===== src/sele_pkg.sv =====
// constants shared by the extra-lane enable logic
// assumes one 10 MHz system clock and a plain register port
//
// Overview of operation
// link A bits 7..1 enable lanes A1..A7
// link B bits 7..1 enable lanes B1..B7
// mask honoured even if link mode unused
// mask bit enables lane clocks only
// link A bit 0 powers masked serializers
// link B bit 0 powers masked serializers
// serializer bit 0 keeps extra serializers off
// serializer bit 1 lets extra lanes transmit
// host writes only while serial interface off
// lanes use shared link mode and pattern
// extra lanes never override channel power-down
// serializer needs all lower lanes enabled
// both registers reset to zero
// both channels down powers whole subsystem down
// clocked lane without serializer drives nothing
package sele_pkg;

    // ==========================================================
    // register port
    // ==========================================================
    localparam int SELE_ADDR_W = 12;     // register address width
    localparam int SELE_DATA_W = 8;      // register data width
    localparam logic [11:0] SELE_OFS_LINK_A = 12'h20a; // link A register
    localparam logic [11:0] SELE_OFS_LINK_B = 12'h20b; // link B register

    // ==========================================================
    // fields and reset values
    // ==========================================================
    localparam int SELE_SER_BIT = 0;     // serializer-enable bit
    localparam int SELE_LANE_LSB = 1;    // lowest extra-lane bit
    localparam int SELE_LANE_MSB = 7;    // highest extra-lane bit
    localparam int SELE_NUM_LANES = 8;   // lanes per link, 0..7
    localparam logic [7:0] SELE_EXTRA_RST = 8'h00; // register reset
    localparam logic [7:0] SELE_RDATA_IDLE = 8'h00; // idle read data
    localparam int SELE_PD_A = 0;        // channel A power-down bit
    localparam int SELE_PD_B = 1;        // channel B power-down bit

    // ==========================================================
    // helpers
    // ==========================================================
    // bit n is set only if bits 0..n of the mask are all set
    function automatic logic [7:0] sele_prefix_mask(input logic [7:0] m);
        logic [7:0] p;
        p = 8'h00;
        p[0] = m[0];
        for (int i = 1; i < 8; i++) begin
            p[i] = p[i-1] & m[i];
        end
        return p;
    endfunction : sele_prefix_mask

endpackage : sele_pkg


===== src/sele_lane_gate.sv =====
// per-link lane gating: lane clocks and serializer power
// assumes mode lanes come from the link-mode decoder of the device
`timescale 1ns/100ps
module sele_lane_gate import sele_pkg::*; (
    input wire logic [7:0] mode_lanes,
    input wire logic [7:0] extra_reg,
    input wire logic link_up,
    output logic [7:0] lane_clk_en,
    output logic [7:0] ser_on
);

    // ==========================================================
    // decode
    // ==========================================================
    wire logic [7:0] extra_lanes; // lanes asked for by the mask
    wire logic [7:0] ser_req; // lanes whose serializer is wanted
    wire logic [7:0] ser_clk_ok; // lanes with a clocked lower chain
    wire logic ser_bit; // serializer-enable field

    // mask lanes 1..7, lane 0 always belongs to the link mode
    assign extra_lanes = {extra_reg[SELE_LANE_MSB:SELE_LANE_LSB], 1'b0};
    assign ser_bit = extra_reg[SELE_SER_BIT];

    // mask adds clocks even where the mode has no lane; gated by power
    assign lane_clk_en = (mode_lanes | extra_lanes) & {8{link_up}};

    // extra serializers only with the serializer bit set
    assign ser_req = (mode_lanes | (ser_bit ? extra_lanes : 8'h00))
                     & lane_clk_en;

    // a serializer gets its clock only through a gapless lower chain
    assign ser_clk_ok = sele_prefix_mask(lane_clk_en);
    assign ser_on = ser_req & ser_clk_ok;

endmodule : sele_lane_gate


===== src/sele_extra_lane_top.sv =====
// extra-lane enable registers and lane gating for links A and B
// assumes a plain register port, synchronous inputs, one clock
`timescale 1ns/100ps
module sele_extra_lane_top import sele_pkg::*; #(
    parameter int MODE_W = 5,   // link-mode select width
    parameter int TEST_W = 4    // test-pattern select width
) (
    input wire logic clk_sys,
    input wire logic rst_n,
    input wire logic [11:0] reg_addr,
    input wire logic [7:0] reg_wdata,
    input wire logic reg_wr,
    input wire logic reg_rd,
    output logic [7:0] reg_rdata,
    input wire logic serial_if_enable,
    input wire logic [1:0] channel_power_down,
    input wire logic [MODE_W-1:0] link_mode_select,
    input wire logic [TEST_W-1:0] test_pattern_select,
    input wire logic [7:0] link_a_mode_lanes,
    input wire logic [7:0] link_b_mode_lanes,
    output logic [7:0] link_a_lane_clk_en,
    output logic [7:0] link_a_serializer_on,
    output logic [7:0] link_b_lane_clk_en,
    output logic [7:0] link_b_serializer_on,
    output logic subsystem_on,
    output logic [MODE_W-1:0] lane_mode,
    output logic [TEST_W-1:0] lane_test
);

    // ==========================================================
    // registers and decode
    // ==========================================================
    logic [7:0] link_a_extra_lane_enable; // link A mask and ser bit
    logic [7:0] link_b_extra_lane_enable; // link B mask and ser bit
    wire logic sel_a; // address hits link A register
    wire logic sel_b; // address hits link B register
    wire logic wr_ok; // write allowed: serial interface is off
    wire logic [7:0] next_rdata; // read data for the next cycle
    wire logic subsys_up; // whole serial subsystem powered
    wire logic link_a_up; // link A powered and running
    wire logic link_b_up; // link B powered and running
    wire logic [7:0] gate_a_clk; // link A lane clocks, unregistered
    wire logic [7:0] gate_a_ser; // link A serializers, unregistered
    wire logic [7:0] gate_b_clk; // link B lane clocks, unregistered
    wire logic [7:0] gate_b_ser; // link B serializers, unregistered

    assign sel_a = (reg_addr == SELE_OFS_LINK_A);
    assign sel_b = (reg_addr == SELE_OFS_LINK_B);

    // writes while the interface runs would retime live lanes
    assign wr_ok = reg_wr & ~serial_if_enable;

    // unmapped addresses read as zero
    assign next_rdata = !reg_rd ? SELE_RDATA_IDLE :
                        sel_a ? link_a_extra_lane_enable :
                        sel_b ? link_b_extra_lane_enable :
                        SELE_RDATA_IDLE;

    // both channels down takes the pll and lmfc down too
    assign subsys_up = ~(channel_power_down[SELE_PD_A]
                         & channel_power_down[SELE_PD_B]);

    // a link runs only with its channel powered
    assign link_a_up = serial_if_enable & subsys_up
                       & ~channel_power_down[SELE_PD_A];
    assign link_b_up = serial_if_enable & subsys_up
                       & ~channel_power_down[SELE_PD_B];

    // ==========================================================
    // register writes
    // ==========================================================
    // both registers clear on reset
    always_ff @(posedge clk_sys) begin
        if (!rst_n) begin
            link_a_extra_lane_enable <= SELE_EXTRA_RST;
        end else if (wr_ok && sel_a) begin
            link_a_extra_lane_enable <= reg_wdata;
        end
    end

    // link B register
    always_ff @(posedge clk_sys) begin
        if (!rst_n) begin
            link_b_extra_lane_enable <= SELE_EXTRA_RST;
        end else if (wr_ok && sel_b) begin
            link_b_extra_lane_enable <= reg_wdata;
        end
    end

    // read data stands one cycle after the strobe only
    always_ff @(posedge clk_sys) begin
        if (!rst_n) begin
            reg_rdata <= SELE_RDATA_IDLE;
        end else begin
            reg_rdata <= next_rdata;
        end
    end

    // ==========================================================
    // lane gating per link
    // ==========================================================
    sele_lane_gate u_gate_a (
        .mode_lanes(link_a_mode_lanes),
        .extra_reg(link_a_extra_lane_enable),
        .link_up(link_a_up),
        .lane_clk_en(gate_a_clk),
        .ser_on(gate_a_ser)
    );

    sele_lane_gate u_gate_b (
        .mode_lanes(link_b_mode_lanes),
        .extra_reg(link_b_extra_lane_enable),
        .link_up(link_b_up),
        .lane_clk_en(gate_b_clk),
        .ser_on(gate_b_ser)
    );

    // ==========================================================
    // registered lane controls
    // ==========================================================
    // lane enables leave through flip-flops so no glitch reaches a lane
    always_ff @(posedge clk_sys) begin
        if (!rst_n) begin
            link_a_lane_clk_en <= 8'h00;
            link_a_serializer_on <= 8'h00;
            link_b_lane_clk_en <= 8'h00;
            link_b_serializer_on <= 8'h00;
        end else begin
            link_a_lane_clk_en <= gate_a_clk;
            link_a_serializer_on <= gate_a_ser;
            link_b_lane_clk_en <= gate_b_clk;
            link_b_serializer_on <= gate_b_ser;
        end
    end

    // subsystem power follows the channel power-downs
    always_ff @(posedge clk_sys) begin
        if (!rst_n) begin
            subsystem_on <= 1'b0;
        end else begin
            subsystem_on <= subsys_up;
        end
    end

    // every lane, extra or not, shares one rate and one pattern
    always_ff @(posedge clk_sys) begin
        if (!rst_n) begin
            lane_mode <= '0;
            lane_test <= '0;
        end else begin
            lane_mode <= link_mode_select;
            lane_test <= test_pattern_select;
        end
    end
endmodule : sele_extra_lane_top


===== config.mk =====
export PLATFORM = sky130hd
export DESIGN_NAME = sele_extra_lane_top
export DESIGN_NICKNAME = d
export VERILOG_FILES = /design/src/sele_pkg.sv /design/src/sele_lane_gate.sv /design/src/sele_extra_lane_top.sv
export SDC_FILE = /design/constraint.sdc
export NUM_CORES = 1
export LEC_CHECK = 0
export BUFFER_PORTS_ARGS = -buffer_cell sky130_fd_sc_hd__buf_2
export CORE_UTILIZATION = 35
export DETAILED_ROUTE_END_ITERATION = 12
export PLACE_DENSITY_LB_ADDON = 0.05
export SLEW_MARGIN = 20
export SYNTH_ARGS = -nofsm -noshare
export SYNTH_HDL_FRONTEND = slang
export SYNTH_SLANG_ARGS = --single-unit

===== constraint.sdc =====
create_clock -name clk_sys -period 1.45 [get_ports clk_sys]
set_input_delay 0.145 -clock clk_sys [delete_from_list [all_inputs] [get_ports clk_sys]]
set_output_delay 0.145 -clock clk_sys [all_outputs]
set_load 0.005 [all_outputs]

==> flow_metrics.env, run 1 <==
export IMPL_setup_viol=0
export IMPL_crit_chain="nor2_1 > or4b_1 > nor3_1"
export IMPL_route_vias_total=1924
export IMPL_fin_crit_sh=0.873
export IMPL_worstRegToRegCells=3
export IMPL_peakVddDrop_mv=0.707
export IMPL_fin_nets=387
export IMPL_power_frac_comb=0.067
export IMPL_synth_most_common_cell="dfxtp_1"
export IMPL_grt_pass1_wl_um=8340
export IMPL_cts_buffer_depth=2
export IMPL_pwr_share_clk=0.406
export IMPL_syn_area_um2=2260
export IMPL_max_cap_viol_count=0
export IMPL_ctsHoldBuffers=0
export IMPL_cts_resized=0
export IMPL_r2r_slack_ps=180
export IMPL_fin_crit_ps=1270
export IMPL_seq_power_share=0.527
export IMPL_drt_drc_violations_left=0
export IMPL_htree_levels=3
export IMPL_netlist_instances=221
export IMPL_status="complete, no violations"
export IMPL_numCtsBuffers=9
export IMPL_grt_pass1_vias=1797
export IMPL_drv_slew=0
export IMPL_cts_root_buf="clkbuf_8"
export IMPL_cts_tree="done"
export IMPL_core_area_um2=6060
export IMPL_p_leak_uw=0.00160
export IMPL_p_per_area_nw_per_um2=1130
export IMPL_min_from="test_pattern_select[1]"
export IMPL_crit_path_max_fanout=4
export IMPL_drt_antenna_violating_nets=0
export IMPL_drive_gt1_frac=0.386
export IMPL_crit_path_end_kind="flip-flop"
export IMPL_regArea_um2=1300
export IMPL_switchingPower_uw=773
export IMPL_clk_insertion_delay_late_ps=330
export IMPL_grt_max_degree=23
export IMPL_firstDrtPassIters=4
export IMPL_avgSynthCellArea_um2=10.2
export IMPL_cp_required_ps=1710
export IMPL_ys_ff_latch=65
export IMPL_skew_ps=6.78
export IMPL_dieWidth_um=82.3
export IMPL_cp_arrival_ps=1530
export IMPL_slew_headroom=0.736
export IMPL_fill_cells=595
export IMPL_tightest_slew_ps=394
export IMPL_clk_pin_slew_ps=70
export IMPL_area_growth_pct=36.0
export IMPL_fmax_mhz=790
export IMPL_synth_main_ff_cell="dfxtp_1"
export IMPL_avgRoutedWirePerCell_um=13.0
export IMPL_clkSinkCount=65
export IMPL_yosysWarningCount=0
export IMPL_gp_congestion=0.725
export IMPL_path_class="flip-flop to flip-flop"
export IMPL_reg2reg_to="link_a_serializer_on[6]$_SDFF_PN0_"
export IMPL_grt_overflow=0
export IMPL_post_cts_setup_buffers=0
export IMPL_viasPerCell=4.65
export IMPL_synth_edf_count=0
export IMPL_die_y_um=82.3
export IMPL_io_pins=102
export IMPL_tns_ps=0
export IMPL_whs_endpoint="lane_test[1]$_SDFF_PN0_"
export IMPL_synth_common_cells="dfxtp_1, nor2_1, nand2_1, mux2i_1, and2_1"
export IMPL_hold_path_class="primary input to flip-flop"
export IMPL_p_int_uw=2680
export IMPL_antenna_found_initial=0
export IMPL_antennaDiodeCount=0
export IMPL_yosysSeqAreaShare=0.577
export IMPL_initial_utilization=0.372
export IMPL_rsz0062_at_grt="no"
export IMPL_initialDrtViolationCount=96
export IMPL_dieArea_um2=6770
export IMPL_switching_share=0.224
export IMPL_synth_distinct_cells=34
export IMPL_yosysTopAreaCellShare=0.577
export IMPL_synth_area_leaders="dfxtp_1, mux2i_1, nor2_1"
export IMPL_track_usage=0.171
export IMPL_reg2reg_from="link_a_extra_lane_enable[4]$_SDFFE_PN0P_"
export IMPL_multi_input_area_um2=903
export IMPL_synth_top_area_cell="dfxtp_1"
export IMPL_placed_cell_area_um2=2890
export IMPL_cp_start_kind="flip-flop"
export IMPL_syn_num_nets=273
export IMPL_routed_wl_um=5370
export IMPL_ys_async_sr_fraction=0
export IMPL_hold_viol_final=0
export IMPL_critPathSlowestCell="or4b_1"
export IMPL_whs_path_depth=2
export IMPL_dpl_hpwl_um=4060
export IMPL_portBuffers=101
export IMPL_rows=28
export IMPL_fin_area_um2=3070
export IMPL_cpPeakStageDelay_ps=530
worst max-delay path, delay by kind of cell (launching register included):
family | cells | cell delay (ps)
AND/OR/NAND/NOR | 3 | 810
flip-flops | 1 | 390
final cells by class:
type | instances | share of cell area
well taps | 75 | 0.0306
inverters | 2 | 0.00245
flip-flops and latches | 65 | 0.424
clock buffers | 13 | 0.0551
multi-input cells | 146 | 0.294
repair buffers | 111 | 0.189
clock inverters | 2 | 0.00408
kinds of logic (layout without fill, tap and decap cells):
kind of cell,count (synthesis),count (layout),synth area share
buf+inv,10,128,0.0227
mux,24,24,0.106
compound gates,12,12,0.0322
simple gates,110,110,0.262
flops,65,65,0.577
state kept, by name, indices dropped and copies added (netlist names):
register and flops:
link_a_extra_lane_enable 8, link_a_lane_clk_en 8, link_a_serializer_on 8, link_b_extra_lane_enable 8, link_b_lane_clk_en 8, reg_rdata 8
link_b_serializer_on 7, lane_mode 5, lane_test 4, subsystem_on 1
power by group through the flow:
stage | clock network, uW | registers (uW) | logic (uW)
6_report | 1400 | 1820 | 233
3_5_place_dp | 0 | 1860 | 234
3_3_place_gp | 0 | 1860 | 234
2_1_floorplan | 0 | 1870 | 95.1
5_1_grt | 1530 | 1820 | 262
4_1_cts | 1440 | 1820 | 236
cell usage in the layout, fill, tap and decap left out, drive strengths merged, types with 3 or more instances in the layout:
master,netlist,layout
nand3b,4,4
nand2,25,25
nand4,3,3
nor3,6,6
nor2,45,45
buf,4,111
a21oi,8,8
dfxtp,65,65
mux2i,24,24
and2,12,12
clkbuf,4,13
routing by layer:
metal,part of all wire,GRT usage,vias up
met2,0.47,0.278,64
met1,0.44,0.209,880
li1,-,-,970
met4,0.015,0.0895,0
met3,0.070,0.0429,10
met5,0,0,-
per-stage QoR:
stage          worst slack (ps)  cells   util  hold WS (ps)  power [uW]
2_1_floorplan               231    221      -           251        1960
3_3_place_gp                153    399  0.476           351        2090
5_1_grt                    95.4    414  0.506          11.3        3610
3_5_place_dp                146    399  0.476           353        2090
6_report                    184    414  0.506          16.1        3450
4_1_cts                     173    414  0.506         0.132        3490
worst max-delay path by stage:
stage / start / to / slack [ps] / depth (start not counted)
after floorplan: link_a_extra_lane_enable[2]$_SDFFE_PN0P_ / link_a_serializer_on[6]$_SDFF_PN0_ / 230 / 3
final: link_a_extra_lane_enable[4]$_SDFFE_PN0P_ / link_a_serializer_on[6]$_SDFF_PN0_ / 180 / 3
after detailed placement: reg_addr[8] / link_b_extra_lane_enable[3]$_SDFFE_PN0P_ / 150 / 4
after global routing: link_a_extra_lane_enable[3]$_SDFFE_PN0P_ / link_a_serializer_on[6]$_SDFF_PN0_ / 100 / 3
after CTS: link_a_extra_lane_enable[4]$_SDFFE_PN0P_ / link_a_serializer_on[6]$_SDFF_PN0_ / 170 / 3
after global placement: reg_addr[8] / link_b_extra_lane_enable[0]$_SDFFE_PN0P_ / 150 / 4
(Power assumes the default switching activity.)
==> run 2: changes to the inputs <==
Settings changed: REMOVE_ABC_BUFFERS set to 1.
==> run 2 against run 1 <==
  * Clock skew up 1.5 ps
  * Fmax down 1.8%
  * Count of clock-buffer cells in the layout down 3
  * Largest power group unchanged
  * Clock power up 24%
  * Routed wire length down 1.5%
  * Cell count up 1.7%
  * Critical path depth unchanged
  * Utilization up 1.7 points
  * Critical endpoint is now link_a_serializer_on[7]$_SDFF_PN0_
  * Register-to-register slack worse by 20 ps
  * Sequential cell count unchanged
  * Combinational power up 5%
  * Hold slack about the same
==> flow_metrics.env, run 2 (synthesis results as in run 1) <==
export IMPL_portBuffers=101
export IMPL_tightest_slew_ps=391
export IMPL_numCtsBuffers=9
export IMPL_crit_path_end_kind="flip-flop"
export IMPL_htree_levels=3
export IMPL_die_y_um=82.3
export IMPL_critical_path_buf_inv_count=0
export IMPL_rows=28
export IMPL_viasPerCell=4.48
export IMPL_gp_congestion=0.741
export IMPL_avgRoutedWirePerCell_um=12.6
export IMPL_crit_start="link_a_extra_lane_enable[4]$_SDFFE_PN0P_"
export IMPL_fin_nets=393
export IMPL_status="complete, no violations"
export IMPL_cts_resized=0
export IMPL_grt_overflow=0
export IMPL_path_depth=3
export IMPL_r2r_slack_ps=160
export IMPL_antennaDiodeCount=0
export IMPL_track_usage=0.163
export IMPL_initialDrtViolationCount=73
export IMPL_cts_buffer_depth=2
export IMPL_path_class="flip-flop to flip-flop"
export IMPL_clkSinkCount=65
export IMPL_max_cap_viol_count=0
export IMPL_placed_cell_area_um2=2890
export IMPL_p_per_area_nw_per_um2=1200
export IMPL_fill_cells=622
export IMPL_crit_chain="nor2_1 > or4b_1 > nor3_1"
export IMPL_routed_wl_um=5290
export IMPL_cp_required_ps=1710
export IMPL_fmax_mhz=776
export IMPL_cts_tree="done"
export IMPL_clk_insertion_delay_late_ps=330
export IMPL_drt_drc_violations_left=0
export IMPL_cp_start_kind="flip-flop"
export IMPL_cp_arrival_ps=1550
export IMPL_tns_ps=0
export IMPL_critPathSlowestCell="or4b_1"
export IMPL_reg2reg_to="link_a_serializer_on[7]$_SDFF_PN0_"
export IMPL_slew_headroom=0.738
export IMPL_cpPeakStageDelay_ps=550
export IMPL_hold_path_class="primary input to flip-flop"
export IMPL_worstRegToRegCells=3
export IMPL_peakVddDrop_mv=0.723
export IMPL_regArea_um2=1300
export IMPL_drt_antenna_violating_nets=0
export IMPL_cp_top_family="simple AND/OR/NAND/NOR gates"
export IMPL_firstDrtPassIters=4
export IMPL_ctsHoldBuffers=4
export IMPL_dpl_hpwl_um=4090
export IMPL_grt_max_degree=16
export IMPL_rsz0062_at_grt="no"
export IMPL_setup_viol=0
export IMPL_core_area_um2=6060
export IMPL_multi_input_area_um2=903
export IMPL_fin_crit_sh=0.889
export IMPL_antenna_found_initial=0
export IMPL_crit_path_max_fanout=4
export IMPL_hold_viol_final=0
export IMPL_grt_pass1_vias=1718
export IMPL_final_common_cell="buf_2"
export IMPL_cts_root_buf="clkbuf_8"
export IMPL_fin_area_um2=3170
export IMPL_drv_slew=0
export IMPL_layout_common_cells="buf_2, dfxtp_1, nor2_1"
export IMPL_post_cts_setup_buffers=0
export IMPL_area_growth_pct=40.6
export IMPL_endpoint="link_a_serializer_on[7]$_SDFF_PN0_"
export IMPL_io_pins=102
export IMPL_fin_crit_ps=1290
export IMPL_reg2reg_from="link_a_extra_lane_enable[4]$_SDFFE_PN0P_"
export IMPL_dieWidth_um=82.3
export IMPL_grt_pass1_wl_um=7870
export IMPL_initial_utilization=0.372
export IMPL_p_leak_uw=0.00164
export IMPL_drive_gt1_frac=0.387
export IMPL_route_vias_total=1887
export IMPL_skew_ps=8.31
export IMPL_dieArea_um2=6770
export IMPL_clk_pin_slew_ps=70
## run 2: changes by cell type in the layout (fill, tap and decap cells not counted), sizes merged
cell | previous run | this run
bufinv | 0 | 2
dlygate4sd3 | 0 | 5
inv | 2 | 3
clkbuf | 13 | 10
buf | 111 | 112
clkinv | 1 | 2
## run 2: cell type report
type / instances / area share
timing repair buffer: 117 / 0.201
clock inverter: 6 / 0.0284
tap: 75 / 0.0296
clock buffer: 10 / 0.0434
multi-input combinational: 146 / 0.285
sequential: 65 / 0.410
inverter: 2 / 0.00237
## run 2: metrics by stage
| stage | total power [uW] | setup WS, ps | cells | utilization | hold slack [ps] |
|---|---|---|---|---|---|
| 6_report | 3790 | 161 | 421 | 0.523 | 16.4 |
| 5_1_grt | 3960 | 82.1 | 421 | 0.523 | 1.50 |
| 4_1_cts | 3840 | 154 | 420 | 0.522 | 0.623 |
| 3_5_place_dp | 2100 | 153 | 400 | 0.477 | 354 |
| 3_3_place_gp | 2100 | 159 | 400 | 0.477 | 350 |
| 2_1_floorplan | 1940 | 231 | 213 | - | 251 |
## run 2: worst min-delay path by stage
| stage | from | end | slack [ps] | cells past startpoint |
|---|---|---|---|---|
| after global routing | test_pattern_select[2] | lane_test[2]$_SDFF_PN0_ | 1 | 2 |
| final | test_pattern_select[1] | lane_test[1]$_SDFF_PN0_ | 20 | 2 |
| after detailed placement | test_pattern_select[0] | lane_test[0]$_SDFF_PN0_ | 350 | 2 |
| after floorplan | channel_power_down[1] | subsystem_on$_SDFF_PN0_ | 250 | 1 |
| after CTS | link_mode_select[2] | lane_mode[2]$_SDFF_PN0_ | 0.6 | 2 |
| after global placement | link_mode_select[3] | lane_mode[3]$_SDFF_PN0_ | 350 | 2 |
## run 2: routing by layer
layer  GRT usage  vias up  wire length [um]
met5           0        -                 0
met4      0.0947        0                84
met3      0.0429        9               320
met2       0.274       60              2610
met1       0.187      836              2270
li1            -      982                 -
## run 2: report_power, final
| part | internal, uW | leakage (uW) | switching (uW) |
|---|---|---|---|
| Clock | 1020 | 0.000113 | 710 |
| Combinational | 128 | 0.00100 | 117 |
| Sequential | 1810 | 0.000528 | 5.89 |
| Total | 2960 | 0.00164 | 833 |
